[config.mk]
export PLATFORM = sky130hd
export DESIGN_NAME = rsc_reset_source_control
export DESIGN_NICKNAME = d
export VERILOG_FILES = /design/src/core/rsc_pkg.sv /design/src/core/rsc_reset_source_control.sv
export SDC_FILE = /design/constraint.sdc
export NUM_CORES = 1
export LEC_CHECK = 0
export ABC_AREA = 1
export BUFFER_PORTS_ARGS = -buffer_cell sky130_fd_sc_hd__buf_2
export CAP_MARGIN = 20
export CELL_PAD_IN_SITES_DETAIL_PLACEMENT = 0
export CELL_PAD_IN_SITES_GLOBAL_PLACEMENT = 1
export CORE_MARGIN = 4
export CORE_UTILIZATION = 41
export CTS_CLUSTER_SIZE = 10
export DETAILED_ROUTE_END_ITERATION = 8
export HOLD_SLACK_MARGIN = 0.15
export PLACE_DENSITY = 0.77
export SYNTH_ARGS = -nofsm -noshare
export SYNTH_HDL_FRONTEND = slang
export SYNTH_SLANG_ARGS = --single-unit
[constraint.sdc]
create_clock -name ref_clk -period 2.2 [get_ports ref_clk]
set_clock_uncertainty 0.15 [all_clocks]
set_input_delay 0.55 -clock ref_clk [delete_from_list [all_inputs] [get_ports ref_clk]]
set_output_delay 0.55 -clock ref_clk [all_outputs]
set_load 0.01 [all_outputs]
[src/core/rsc_pkg.sv]
package rsc_pkg;
    // ------------------------------------------------------------
    // register map
    // ------------------------------------------------------------
    localparam logic [3:0] ADDR_GUARD = 4'h0;
    localparam logic [3:0] ADDR_FLAGS = 4'h1;
    localparam logic [3:0] ADDR_THRESH = 4'h2;
    localparam logic [3:0] ADDR_FLASH1 = 4'h3;
    localparam logic [3:0] ADDR_STATUS = 4'h4;
    localparam logic [3:0] ADDR_IRQ_MASK = 4'h5;
    localparam logic [3:0] ADDR_IRQ_STAT = 4'h6;
    localparam logic [3:0] ADDR_WDT_STAT = 4'h7;
    // ------------------------------------------------------------
    // codes and reset values
    // ------------------------------------------------------------
    localparam logic [7:0] GUARD_OK_A = 8'h55;
    localparam logic [7:0] GUARD_OK_B = 8'hAA;
    localparam logic [7:0] GUARD_POR = 8'h55;
    localparam logic [7:0] THR_1V7 = 8'h66;
    localparam logic [7:0] THR_1V9 = 8'h55;
    localparam logic [7:0] THR_2V55 = 8'h33;
    localparam logic [7:0] THR_3V15 = 8'h99;
    localparam logic [7:0] THR_3V8 = 8'hAA;
    localparam logic [7:0] THR_OFF = 8'hF0;
    localparam logic [7:0] THR_POR = 8'h66;
    localparam logic [7:0] FLASH_RESET_CODE = 8'h55;
    localparam logic [7:0] PORT_POR = 8'hFF;
    localparam logic [7:0] ZERO8 = 8'h00;
    localparam logic [2:0] SEL_1V7 = 3'h0;
    localparam logic [2:0] SEL_1V9 = 3'h1;
    localparam logic [2:0] SEL_2V55 = 3'h2;
    localparam logic [2:0] SEL_3V15 = 3'h3;
    localparam logic [2:0] SEL_3V8 = 3'h4;
    // ------------------------------------------------------------
    // flag bit positions
    // ------------------------------------------------------------
    localparam int BIT_WDT_CTRL = 0;
    localparam int BIT_THR_FAULT = 1;
    localparam int BIT_LOW_V = 2;
    localparam int BIT_GUARD = 3;
    localparam int BIT_TIMEOUT = 0;
    localparam int BIT_POWER_DOWN = 1;
    // ------------------------------------------------------------
    // timing at 20 MHz
    // ------------------------------------------------------------
    localparam int CLK_NS = 50;
    localparam int FILTER_NS = 1000;
    localparam int FILTER_CYC = (FILTER_NS + CLK_NS - 1) / CLK_NS;
    localparam int SRESET_NS = 2000;
    localparam int SRESET_CYC = (SRESET_NS + CLK_NS - 1) / CLK_NS;
    localparam int PULSE_CYC = 4;
    localparam logic [7:0] CNT_FILTER = 8'(FILTER_CYC);
    localparam logic [7:0] CNT_SRESET = 8'(SRESET_CYC);
    localparam logic [7:0] CNT_PULSE = 8'(PULSE_CYC);

    typedef enum logic [1:0] {
        ST_RUN = 2'b00,
        ST_DELAY = 2'b01,
        ST_PULSE = 2'b10
    } rsc_state_type;

    typedef struct packed {
        logic full;
        logic wake;
        logic por;
    } rsc_kind_type;
endpackage

[src/core/rsc_reset_source_control.sv]
// Operation
// RULE1: power-on clears program counter to zero
// RULE2: power-on sets port data/control to ones
// RULE3: guard codes 55/AA idle, others reset delayed
// RULE4: guard register resets to 55, fully writable
// RULE5: guard reset sets flag bit3, software clears
// RULE6: low-voltage reset off in sleep and idle (code disables it only while sleep_mode is high, not after halt_exec)
// RULE7: low supply must outlast filter time
// RULE8: low-voltage reset sets flag bit2, software clears
// RULE9: threshold codes select level, F0 disables
// RULE10: undefined threshold code resets, restores register
// RULE11: threshold fault sets flag bit1, software clears
// RULE12: real low-voltage reset keeps threshold register
// RULE13: threshold register resets to 66
// RULE14: flag bits 7..4 read zero
// RULE15: writing 55 to flash control resets all
// RULE16: normal watchdog timeout acts as low-voltage, sets flag
// RULE17: sleeping timeout clears counters, sets both flags
// RULE18: watchdog control fault sets flag bit0 (code sets it only when guard and threshold codes are valid at delay end)
// RULE19: software reset delay counter then reset
`timescale 1ns/1ns
`default_nettype none
module rsc_reset_source_control
    import rsc_pkg::*;
(
    input wire logic ref_clk,
    input wire logic rst,
    input wire logic [3:0] addr,
    input wire logic [7:0] wdata,
    input wire logic wr_stb,
    input wire logic rd_stb,
    output logic [7:0] rdata,
    input wire logic low_supply,
    input wire logic sleep_mode,
    input wire logic wdt_timeout,
    input wire logic wdt_ctrl_fault,
    input wire logic halt_exec,
    input wire logic clr_wdt,
    output logic lvr_enable,
    output logic [2:0] lvr_level_sel,
    output logic core_reset,
    output logic pc_sp_clear,
    output logic [7:0] port_init,
    output logic port_init_load,
    output logic irq
);
    // ------------------------------------------------------------
    // input synchronisers
    // ------------------------------------------------------------
    logic low_meta, low_sync;
    always_ff @(posedge ref_clk) begin
        if (rst) begin
            low_meta <= 1'b0;
            low_sync <= 1'b0;
        end else begin
            low_meta <= low_supply;
            low_sync <= low_meta;
        end
    end

    // ------------------------------------------------------------
    // registers and decode
    // ------------------------------------------------------------
    logic [7:0] guard_code_bits;
    logic [7:0] threshold_code_bits;
    logic [3:0] flags;
    logic [1:0] core_status;
    logic [4:0] irq_mask, irq_stat;
    rsc_state_type state;
    rsc_kind_type kind;
    logic [7:0] cnt;
    logic [7:0] lv_cnt;
    logic por_done;
    logic wr_guard, wr_thresh, wr_flags, wr_flash;
    logic guard_bad, thr_bad, lv_fire, wdt_norm, wdt_sleep;
    logic start_delay, start_pulse, thr_restore;
    logic rd_irq;
    logic [4:0] events;

    assign wr_guard = wr_stb && addr == ADDR_GUARD;
    assign wr_thresh = wr_stb && addr == ADDR_THRESH;
    assign wr_flags = wr_stb && addr == ADDR_FLAGS;
    assign wr_flash = wr_stb && addr == ADDR_FLASH1;
    assign rd_irq = rd_stb && addr == ADDR_IRQ_STAT;

    // [RULE3]
    assign guard_bad = guard_code_bits != GUARD_OK_A
        && guard_code_bits != GUARD_OK_B;
    // [RULE9] [RULE10]
    assign thr_bad = !(threshold_code_bits inside {THR_1V7, THR_1V9,
        THR_2V55, THR_3V15, THR_3V8, THR_OFF});

    always_comb begin
        lvr_level_sel = SEL_1V7;
        case (threshold_code_bits) // [RULE9]
            THR_1V9: lvr_level_sel = SEL_1V9;
            THR_2V55: lvr_level_sel = SEL_2V55;
            THR_3V15: lvr_level_sel = SEL_3V15;
            THR_3V8: lvr_level_sel = SEL_3V8;
            default: lvr_level_sel = SEL_1V7;
        endcase
    end

    // [RULE6] detector off while sleeping, or by code F0
    assign lvr_enable = !sleep_mode && !thr_bad
        && threshold_code_bits != THR_OFF;

    // ------------------------------------------------------------
    // low-voltage filter
    // ------------------------------------------------------------
    // a glitch shorter than the filter restarts the count
    always_ff @(posedge ref_clk) begin
        if (rst || !lvr_enable || !low_sync || state != ST_RUN) begin
            lv_cnt <= ZERO8;
        end else if (lv_cnt != CNT_FILTER) begin
            lv_cnt <= lv_cnt + 8'h01;
        end
    end
    assign lv_fire = lvr_enable && low_sync && lv_cnt == CNT_FILTER; // [RULE7]

    assign wdt_norm = wdt_timeout && !sleep_mode; // [RULE16]
    assign wdt_sleep = wdt_timeout && sleep_mode; // [RULE17]
    assign start_delay = state == ST_RUN && por_done
        && (guard_bad || thr_bad || wdt_ctrl_fault);
    assign start_pulse = state == ST_RUN && por_done
        && (lv_fire || wdt_norm || wdt_sleep || wr_flash
        && wdata == FLASH_RESET_CODE); // [RULE15]

    // ------------------------------------------------------------
    // sequencer
    // ------------------------------------------------------------
    always_ff @(posedge ref_clk) begin
        if (rst) begin
            state <= ST_PULSE;
            cnt <= CNT_PULSE;
            kind <= '{full: 1'b1, wake: 1'b0, por: 1'b1};
            por_done <= 1'b0;
        end else begin
            case (state)
                ST_RUN: begin
                    por_done <= 1'b1;
                    if (start_pulse) begin
                        state <= ST_PULSE;
                        cnt <= CNT_PULSE;
                        kind <= '{full: !wdt_sleep || lv_fire
                            || wr_flash, wake: 1'b1, por: 1'b0};
                    end else if (start_delay) begin
                        state <= ST_DELAY; // [RULE19]
                        cnt <= CNT_SRESET;
                        kind <= '{full: 1'b1, wake: 1'b1, por: 1'b0};
                    end
                end
                ST_DELAY: begin
                    if (cnt == ZERO8) begin
                        state <= ST_PULSE; // [RULE19]
                        cnt <= CNT_PULSE;
                    end else begin
                        cnt <= cnt - 8'h01;
                    end
                end
                ST_PULSE: begin
                    if (cnt == ZERO8) begin
                        state <= ST_RUN;
                    end else begin
                        cnt <= cnt - 8'h01;
                    end
                end
                default: state <= ST_RUN;
            endcase
        end
    end

    assign core_reset = state == ST_PULSE && kind.full;
    assign pc_sp_clear = state == ST_PULSE; // [RULE1] [RULE17]
    assign port_init_load = state == ST_PULSE && kind.full; // [RULE2]
    assign port_init = PORT_POR; // [RULE2]

    // ------------------------------------------------------------
    // guard and threshold registers
    // ------------------------------------------------------------
    logic delay_end;
    assign delay_end = state == ST_DELAY && cnt == ZERO8;
    always_ff @(posedge ref_clk) begin
        if (rst) begin
            guard_code_bits <= GUARD_POR; // [RULE4]
        end else if (delay_end && guard_bad) begin
            guard_code_bits <= GUARD_POR;
        end else if (wr_guard) begin
            guard_code_bits <= wdata; // [RULE4]
        end
    end

    // low-voltage and watchdog resets never touch this register
    assign thr_restore = delay_end && thr_bad; // [RULE10] [RULE12]
    always_ff @(posedge ref_clk) begin
        if (rst) begin
            threshold_code_bits <= THR_POR; // [RULE13]
        end else if (thr_restore) begin
            threshold_code_bits <= THR_POR; // [RULE10]
        end else if (wr_thresh) begin
            threshold_code_bits <= wdata;
        end
    end

    // ------------------------------------------------------------
    // reset source flags: set wins over software clear
    // ------------------------------------------------------------
    logic [3:0] flag_set;
    always_comb begin
        flag_set = 4'h0;
        flag_set[BIT_GUARD] = delay_end && guard_bad; // [RULE5]
        flag_set[BIT_LOW_V] = start_pulse && lv_fire; // [RULE8]
        flag_set[BIT_THR_FAULT] = thr_restore; // [RULE11]
        flag_set[BIT_WDT_CTRL] = delay_end && wdt_ctrl_fault
            && !guard_bad && !thr_bad; // [RULE18]
    end
    always_ff @(posedge ref_clk) begin
        if (rst) begin
            flags <= 4'h0;
        end else if (wr_flags) begin
            flags <= (flags & wdata[3:0]) | flag_set; // [RULE5] [RULE8]
        end else begin
            flags <= flags | flag_set;
        end
    end

    // timeout and power-down status
    always_ff @(posedge ref_clk) begin
        if (rst) begin
            core_status <= 2'h0;
        end else begin
            if (start_pulse && wdt_timeout && !lv_fire) begin
                core_status[BIT_TIMEOUT] <= 1'b1; // [RULE16] [RULE17]
            end else if (clr_wdt) begin
                core_status[BIT_TIMEOUT] <= 1'b0;
            end
            if (start_pulse && wdt_sleep && !lv_fire || halt_exec) begin
                core_status[BIT_POWER_DOWN] <= 1'b1; // [RULE17]
            end else if (clr_wdt) begin
                core_status[BIT_POWER_DOWN] <= 1'b0;
            end
        end
    end

    // ------------------------------------------------------------
    // interrupts
    // ------------------------------------------------------------
    assign events = {start_pulse && wdt_timeout, flag_set};
    always_ff @(posedge ref_clk) begin
        if (rst) begin
            irq_stat <= 5'h00;
        end else if (rd_irq) begin
            irq_stat <= events;
        end else begin
            irq_stat <= irq_stat | events;
        end
    end
    always_ff @(posedge ref_clk) begin
        if (rst) begin
            irq_mask <= 5'h00;
        end else if (wr_stb && addr == ADDR_IRQ_MASK) begin
            irq_mask <= wdata[4:0];
        end
    end
    assign irq = |(irq_stat & irq_mask);

    // ------------------------------------------------------------
    // read port
    // ------------------------------------------------------------
    always_ff @(posedge ref_clk) begin
        if (rst) begin
            rdata <= ZERO8;
        end else if (rd_stb) begin
            case (addr)
                ADDR_GUARD: rdata <= guard_code_bits;
                ADDR_FLAGS: rdata <= {4'h0, flags}; // [RULE14]
                ADDR_THRESH: rdata <= threshold_code_bits;
                ADDR_STATUS: rdata <= {6'h00, core_status};
                ADDR_IRQ_MASK: rdata <= {3'h0, irq_mask};
                ADDR_IRQ_STAT: rdata <= {3'h0, irq_stat};
                ADDR_WDT_STAT: rdata <= {6'h00, state};
                default: rdata <= ZERO8;
            endcase
        end else begin
            rdata <= ZERO8;
        end
    end

    // ------------------------------------------------------------
    // checks
    // ------------------------------------------------------------
    // cycles from the first delay cycle to the start of the pulse
    localparam int DELAY_CYC = SRESET_CYC + 1;
    guard_delay_a: assert property ( // [RULE3]
        @(posedge ref_clk) disable iff (rst)
        state == ST_RUN && por_done && guard_bad && !start_pulse
        |=> state == ST_DELAY ##[1:60] core_reset)
        else $error("guard fault did not reset");
    guard_por_a: assert property ( // [RULE4]
        @(posedge ref_clk) $past(rst) |-> guard_code_bits == GUARD_POR)
        else $error("guard reset value wrong");
    guard_idle_a: assert property ( // [RULE3]
        @(posedge ref_clk) disable iff (rst)
        state == ST_RUN && !guard_bad && !thr_bad && !wdt_ctrl_fault
        |=> state != ST_DELAY)
        else $error("good codes started a delay");
    guard_flag_a: assert property ( // [RULE5]
        @(posedge ref_clk) disable iff (rst)
        flag_set[BIT_GUARD] |=> flags[BIT_GUARD])
        else $error("guard flag not set");
    flag_sticky_a: assert property ( // [RULE5] [RULE8] [RULE11] [RULE18]
        @(posedge ref_clk) disable iff (rst)
        ($past(flags) & ~flags) != 4'h0 |-> $past(wr_flags))
        else $error("reset flag cleared without a write");
    lv_filter_a: assert property ( // [RULE7]
        @(posedge ref_clk) disable iff (rst)
        $rose(lv_fire) |-> $past(low_sync, FILTER_CYC))
        else $error("low voltage filter too short");
    sleep_off_a: assert property ( // [RULE6]
        @(posedge ref_clk) disable iff (rst) sleep_mode |-> !lvr_enable)
        else $error("low voltage reset active in sleep");
    thr_restore_a: assert property ( // [RULE10]
        @(posedge ref_clk) disable iff (rst)
        thr_restore |=> threshold_code_bits == THR_POR
        && flags[BIT_THR_FAULT])
        else $error("threshold not restored");
    flag_high_a: assert property ( // [RULE14]
        @(posedge ref_clk) disable iff (rst)
        rd_stb && addr == ADDR_FLAGS |=> rdata[7:4] == 4'h0)
        else $error("flag high bits not zero");
    flash_reset_a: assert property ( // [RULE15]
        @(posedge ref_clk) disable iff (rst)
        start_pulse && wr_flash |=> core_reset [*4])
        else $error("flash code did not reset");
    pulse_len_a: assert property ( // [RULE1]
        @(posedge ref_clk) disable iff (rst)
        $rose(pc_sp_clear) |-> pc_sp_clear [*5] ##1 !pc_sp_clear)
        else $error("reset pulse length wrong");
    port_init_a: assert property ( // [RULE2]
        @(posedge ref_clk) disable iff (rst)
        core_reset |-> pc_sp_clear && port_init_load
        && port_init == PORT_POR)
        else $error("full reset did not load ports");
    wdt_norm_a: assert property ( // [RULE16]
        @(posedge ref_clk) disable iff (rst)
        start_pulse && wdt_norm && !lv_fire
        |=> core_reset && core_status[BIT_TIMEOUT])
        else $error("running timeout did not reset");
    sleep_wake_a: assert property ( // [RULE17]
        @(posedge ref_clk) disable iff (rst)
        start_pulse && wdt_sleep && !lv_fire && !wr_flash
        |=> pc_sp_clear && !core_reset
        && core_status == 2'h3)
        else $error("sleeping timeout wrong");
    lv_keep_a: assert property ( // [RULE12]
        @(posedge ref_clk) disable iff (rst)
        start_pulse && lv_fire && !wr_thresh
        |=> $stable(threshold_code_bits))
        else $error("threshold changed by low voltage");
    delay_len_a: assert property ( // [RULE19]
        @(posedge ref_clk) disable iff (rst)
        $rose(state == ST_DELAY)
        |-> ##[DELAY_CYC:DELAY_CYC] $rose(core_reset))
        else $error("software reset delay length wrong");

    lv_reset_c: cover property (@(posedge ref_clk) disable iff (rst)
        flag_set[BIT_LOW_V]);
    guard_reset_c: cover property (@(posedge ref_clk) disable iff (rst)
        flag_set[BIT_GUARD]);
    wake_c: cover property (@(posedge ref_clk) disable iff (rst)
        start_pulse && wdt_sleep);
    irq_c: cover property (@(posedge ref_clk) disable iff (rst) irq);
    delay_c: cover property (@(posedge ref_clk) disable iff (rst)
        delay_end);
endmodule
`default_nettype wire

==> results.md, run 1 <==
* Worst Hold Launch: low_supply
* Worst Path Max Fanout at 4
* Initial antenna violation count at 0
* Cell row count at 32
* Hold depth at 3
* Vias at 3166
* Post-DP HPWL at 6540 um
* LEAKAGE at 1.80 nW
* Port buffer count at 37
* CTS Hold Bufs at 0
* Setup violators final at 2
* Sequential fraction of design power at 37.0%
* Vias/cell at 4.96
* Drt wl/cell at 13.4 um
* Crit path time final at 2.24 ns
* # DRC at 0
* Netlist cell types at 46
* Initial Utilization at 42.4%
* Worst VDD drop at 0.000649 V
* RR Startpoint: lv_cnt[0]$_SDFFE_PP0P_
* Hold Path End: low_meta$_SDFF_PP0_
* Filler cell count at 828
* Top cell type's share of synthesized area at 37.5%
* Post-Layout Inst Area at 4050 um2
* Iter 0 DRT Violations at 163
* GRT Overall Usage at 18.0%
* Global-route wire length before repair at 13800 um
* Synthesized cell area at 3310 um2
* GRT overflow at 0
* Vias in the first global route at 2847
* Worst-Skew Late Latency at 0.35 ns
* Die width at 97.9 um
* Yosys top cell by area: dfxtp_1
* Run status: finished, violations left
* Synth Flop Type: dfxtp_1
* Area Overhead vs Synth at 22.2%
* H-tree Lvls at 3
* Die area at 9580 um2
* Core area at 7810 um2
* IO Pins at 46
* YS warnings at 0
* Startpoint types: flip-flop
* ANT nets after route at 0
* CTS Buf Count at 9
* RePlAce Congestion at 0.872
* Failing checks: setup timing
* Root Driver: clkbuf_8
* Relative slew slack at 65.1%
* Setup WS post-layout at -0.0413 ns
* F_max at 0.446 GHz
* Flops & latches, synth at 62
* CTS Sinks at 62
* Hold WS at 0.250 ns
* Max Slew Vio Count at 0
* R2r endpoint: kind[2]$_SDFFE_PP1P_
* Setup CP Type: flip-flop to output port
* Top cells by area, synth: dfxtp_1, nand2_1, a21oi_1
* Hold Fails Final Rpt at 0
* Ratio of cells with drive above 1 in the final layout at 24.3%
* Pin count of the biggest net entering global routing at 20
* Nets at 561
* Overall Power at 3.43 mW
* Final Routed Wirelength at 8560 um
* EDFF count, synth at 0
* Combinational power share at 29.3%
* Worst-margin pin slew at 0.524 ns
* Max cap viols at 0
* Post-Syn Instances at 469
* Psw at 1.19 mW
* Switching share of total power at 34.6%
* Max Root-Sink Buffers at 2
* Hold Crit Class: primary input to flip-flop
* Int Power at 2.24 mW
* Setup crit start: threshold_code_bits[3]$_SDFFE_PP0P_
* Period utilization at 102%
* Worst Path Required at 1.50 ns
* RSZ-0062 raised after global routing: yes
* DRT Pass-1 Iters at 4
* Async S/R FF share, synth at 0%
* Sequential element share of the synthesized area at 37.5%
* Worst r2r path cells at 11
* Critical path capture point type: output port
* Diodes inserted at 0
* Clock transition at the registers of the reported paths at 0.08 ns
* Reg2reg setup slack at 0.21 ns
* Setup TNS at -0.0671 ns
* PwrDens at 847 nW/um2
* Clock Power Share at 33.7%
* CTS tree: yes
* Mean Syn Cell Area at 7.06 um2
* Die H at 97.9 um
* Critical Path AT at 1.54 ns
* Placed Area at 3640 um2
[per-stage QoR]
stage | utilization (%) | setup WS, ns | cells
2_1_floorplan | - | 0.246 | 476
3_3_place_gp | 46.7 | 0.0208 | 611
3_5_place_dp | 46.7 | 0.00136 | 611
4_1_cts | 51.0 | -0.0949 | 636
5_1_grt | 51.8 | -0.156 | 638
6_report | 51.8 | -0.0413 | 638
[flip-flops by register name, summed over array words and instances (netlist names), 2 cells and up]
signal and count:
core_status 2, state 2, cnt 8, guard_code_bits 8
flags 4, lv_cnt 8, irq_stat 5, threshold_code_bits 8
irq_mask 5, rdata 8
[worst max-delay path by stage]
stage / to / slack, ns / cells after the start
floorplan: cnt[0]$_SDFFE_PP0P_ / 0.25 / 11
global placement: cnt[5]$_SDFFE_PP0P_ / 0.02 / 11
detailed placement: cnt[5]$_SDFFE_PP0P_ / 0.001 / 11
CTS: lvr_enable / -0.09 / 8
global route: lvr_enable / -0.16 / 8
finish: lvr_level_sel[0] / -0.04 / 7
[cell usage after synthesis, drive strengths merged (2+ instances only)]
cell type / instances
o21ai: 15
nand2: 106
clkbuf: 8
nand3b: 2
ha: 8
nand4: 15
o211ai: 6
nor2: 62
xor2: 4
nor3: 5
a21oi: 42
inv: 57
buf: 11
or2: 2
dfxtp: 62
a211oi: 4
clkinv: 4
nand3: 39
a31oi: 4
a221oi: 2
[cell families (layout without fill, tap and decap cells)]
logic type / Yosys count / count (layout) / share of synthesized area (%)
AOI/OAI and AO/OA: 80 / 80 / 14.1
xor gates and xnor gates: 5 / 5 / 1.32
adders and majority gates: 8 / 8 / 3.02
buffers and inverters: 81 / 140 / 11.0
DFF: 62 / 62 / 37.5
other: 1 / 8 / 0.113
and+or+nand+nor: 232 / 233 / 32.9
[area by class of cell]
cell class | instances | area, um2 | share of cell area (%)
multi-input combinational | 334 | 1800 | 44.4
sequential | 62 | 1270 | 31.4
timing repair buffer | 62 | 373 | 9.22
inverter | 62 | 250 | 6.19
tap | 102 | 128 | 3.15
clock buffer | 9 | 124 | 3.06
clock inverter | 7 | 104 | 2.57
[routing by layer]
metal | share of wire, % | wire length, um | GRT usage, %
met2 | 45 | 3860 | 27.4
met1 | 50 | 4240 | 24.9
met5 | 0 | 0 | 0
met4 | 0.95 | 81 | 4.69
met3 | 4.5 | 383 | 5.36
[cells in the final DEF (no fill, tap or decap), types with 2 or more instances in the layout]
cell and count:
nand2_1 97, dfxtp_1 54, inv_1 53, nor2_1 47
a21oi_1 41, nand3_1 37, buf_2 37, buf_4 25
o21ai_0 14, nand4_1 13, nor2_2 11, clkbuf_8 9
conb_1 8, dfxtp_4 8, ha_1 7, nand2_2 6
o211ai_1 6, nor2_4 4, xor2_1 4, a31oi_1 4
inv_6 4, nand2_4 3, clkinv_1 3, inv_2 3
nor3_1 3, a211oi_1 3, or2_2 2, nand4_2 2
nand3b_1 2, a221oi_1 2, bufinv_16 2
[worst max-delay path, cell delays in order (launching register included)]
cell and delay, ns:
dfxtp_4 0.37, nor2_2 0.11, nand2_2 0.08, buf_4 0.13, buf_4 0.12, buf_4 0.12, a21oi_1 0.13, buf_2 0.14
[power by group through the flow]
stage	Sequential [mW]	Clock, mW	Combinational, mW
6_report	1.27	1.16	1.00
5_1_grt	1.28	1.23	1.13
4_1_cts	1.27	1.18	0.977
3_5_place_dp	1.30	0	0.955
3_3_place_gp	1.30	0	0.945
2_1_floorplan	1.29	0	0.766
[timing repair]
action                     4_1_cts  5_1_grt
setup buffers                    9        1
pin swaps                        5        6
cloned                           0        1
resized for setup               17       15
hold endpoints to repair         0        0
setup endpoints to repair        1       17
Note: power is estimated with default switching activity, not from simulation.
==> run 2: changes to the inputs <==
PLACE_DENSITY = 0.76   (was 0.77)
SKIP_CTS_REPAIR_TIMING = 1   (was not set)
==> run 2 against run 1 <==
The run still ends with setup timing left; global-route usage barely moved; final cell count fell by 0.47%; sequential power barely moved; die area did not move; combinational power barely moved; fmax fell by 1.8%; core utilization fell by 0.26 points; worst hold slack improved by 0.0078 ns; highest routed layer unchanged; count of clock-buffer cells in the layout did not move; design area fell by 0.49%.
==> results.md, run 2 (synthesis gave the netlist of run 1 again) <==
* # DRC at 0 (unchanged)
* Max Root-Sink Buffers at 2 (unchanged)
* Root Driver: clkbuf_8
* Filler cell count at 821 (-0.85%)
* Vias/cell at 4.97 (+0.16%)
* Area Overhead vs Synth at 21.6%
* RSZ-0062 raised after global routing: yes
* LEAKAGE at 1.77 nW (-1.7%)
* Vias at 3156 (-0.32%)
* Commonest non-fill, non-tap cells in the layout: nand2_1, dfxtp_1, inv_1
* RePlAce Congestion at 0.917 (+5.1%)
* CTS Buf Count at 9 (unchanged)
* CTS tree: yes
* Initial antenna violation count at 0 (unchanged)
* Global-route wire length before repair at 14000 um (+1.0%)
* Worst Path Max Fanout at 5 (+1)
* Hold Crit Class: primary input to flip-flop
* Post-Layout Inst Area at 4030 um2 (-0.49%)
* Worst-Skew Late Latency at 0.34 ns (about the same)
* Drt wl/cell at 13.8 um (+3.1%)
* Max Slew Vio Count at 0 (unchanged)
* CTS Sinks at 62 (unchanged)
* Nets at 558 (-0.53%)
* Core area at 7810 um2 (unchanged)
* Initial Utilization at 42.4% (unchanged)
* Die width at 97.9 um (unchanged)
* Vias in the first global route at 2963 (+4.1%)
* IO Pins at 46 (unchanged)
* Port buffer count at 37 (unchanged)
* Diodes inserted at 0 (unchanged)
* Die H at 97.9 um (unchanged)
* Failing checks: setup timing
* Final Routed Wirelength at 8790 um (+2.6%)
* Setup violators final at 1 (-1)
* Pin count of the biggest net entering global routing at 20 (unchanged)
* F_max at 0.438 GHz (-1.8%)
* PwrDens at 842 nW/um2 (-0.63%)
* Iter 0 DRT Violations at 134 (-18%)
* Placed Area at 3660 um2 (+0.41%)
* Die area at 9580 um2 (unchanged)
* Critical path capture point type: output port
* Setup WS post-layout at -0.0817 ns (-0.0404 ns)
* Hold Fails Final Rpt at 0 (unchanged)
* H-tree Lvls at 3 (unchanged)
* Clock transition at the registers of the reported paths at 0.08 ns (about the same)
* Final Non-Filler Cells at 635 (-0.47%)
* Inst Count DP at 613 (+0.33%)
* Critical Path AT at 1.58 ns (+0.04 ns)
* Crit path time final at 2.28 ns (+0.0404 ns)
* Startpoint types: flip-flop
* Post-DP HPWL at 6720 um (+2.8%)
* Run status: finished, violations left
* Period utilization at 104% (+1.8 points)
* ANT nets after route at 0 (unchanged)
* Overall Power at 3.39 mW (-1.1%)
* GRT Overall Usage at 17.9% (-0.026 points)
* Cell row count at 32 (unchanged)
* Commonest non-fill, non-tap cell in the layout: nand2_1
* Max cap viols at 0 (unchanged)
* Worst Path Required at 1.50 ns (about the same)
* GRT overflow at 0 (unchanged)
* Setup CP Type: flip-flop to output port
* Ratio of cells with drive above 1 in the final layout at 23.8% (-0.43 points)
* DRT Pass-1 Iters at 4 (unchanged)
* Worst VDD drop at 0.000505 V (-22%)
run 2: changes by cell type in the layout (fill, tap and decap cells not counted):
cell,previous run,this run
buf_4,25,23
clkinvlp_4,0,4
inv_1,53,52
inv_2,3,4
inv_6,4,0
nand4_2,2,1
nor2_2,11,9
nor2_4,4,6
nor3_2,1,0
nor3_4,1,2
o21ai_1,0,1
o21ai_2,1,0
run 2: layout make-up:
| type | instances | area (um2) | share of cell area (%) |
|---|---|---|---|
| clock buffers | 9 | 124 | 3.08 |
| clock inverters | 7 | 98.8 | 2.46 |
| inverters | 62 | 250 | 6.22 |
| multi-input cells | 333 | 1800 | 44.6 |
| flip-flops and latches | 62 | 1270 | 31.6 |
| well taps | 102 | 128 | 3.17 |
| repair buffers | 60 | 358 | 8.89 |
run 2: layer usage:
metal  GRT usage (%)  share of wire [%]
met1            25.2                 49
met2            27.5                 44
met3            3.64                5.2
met5               0                  0
met4            5.86                1.4
run 2: final timing paths:
path	from	to	slack, ns	cells after the start
max	threshold_code_bits[5]$_SDFFE_PP1P_	lvr_enable	-0.08	8
min	low_supply	low_meta$_SDFF_PP0_	0.26	3
max reg2reg	threshold_code_bits[0]$_SDFFE_PP0P_	cnt[7]$_SDFFE_PP0P_	0.16	15
min reg2reg	low_meta$_SDFF_PP0_	low_sync$_SDFF_PP0_	0.26	2
run 2: report_power, final:
| group | switching, mW | internal (mW) |
|---|---|---|
| Combinational | 0.621 | 0.392 |
| Clock | 0.476 | 0.639 |
| Sequential | 0.0581 | 1.20 |
| Total | 1.15 | 2.23 |
run 2: worst max-delay path, stage by stage, from the launching register on:
cell and delay (ns):
dfxtp_4 0.37, nor2_2 0.11, nand2_2 0.10, nor2_2 0.12, nor2_2 0.05, nand3_4 0.10
inv_4 0.05, nor3_4 0.18, buf_2 0.16
run 2: per-stage QoR:
stage                     TNS [ns]  hold WS [ns]  utilization [%]  setup slack (ns)
after detailed placement         0         0.249             46.9            0.0507
after CTS                   -0.256         0.250             49.7            -0.256
after floorplan                  0         0.238                -             0.246
after global routing        -0.181         0.255             51.6            -0.181
final                      -0.0817         0.257             51.6           -0.0817
after global placement           0         0.247             46.9           0.00697
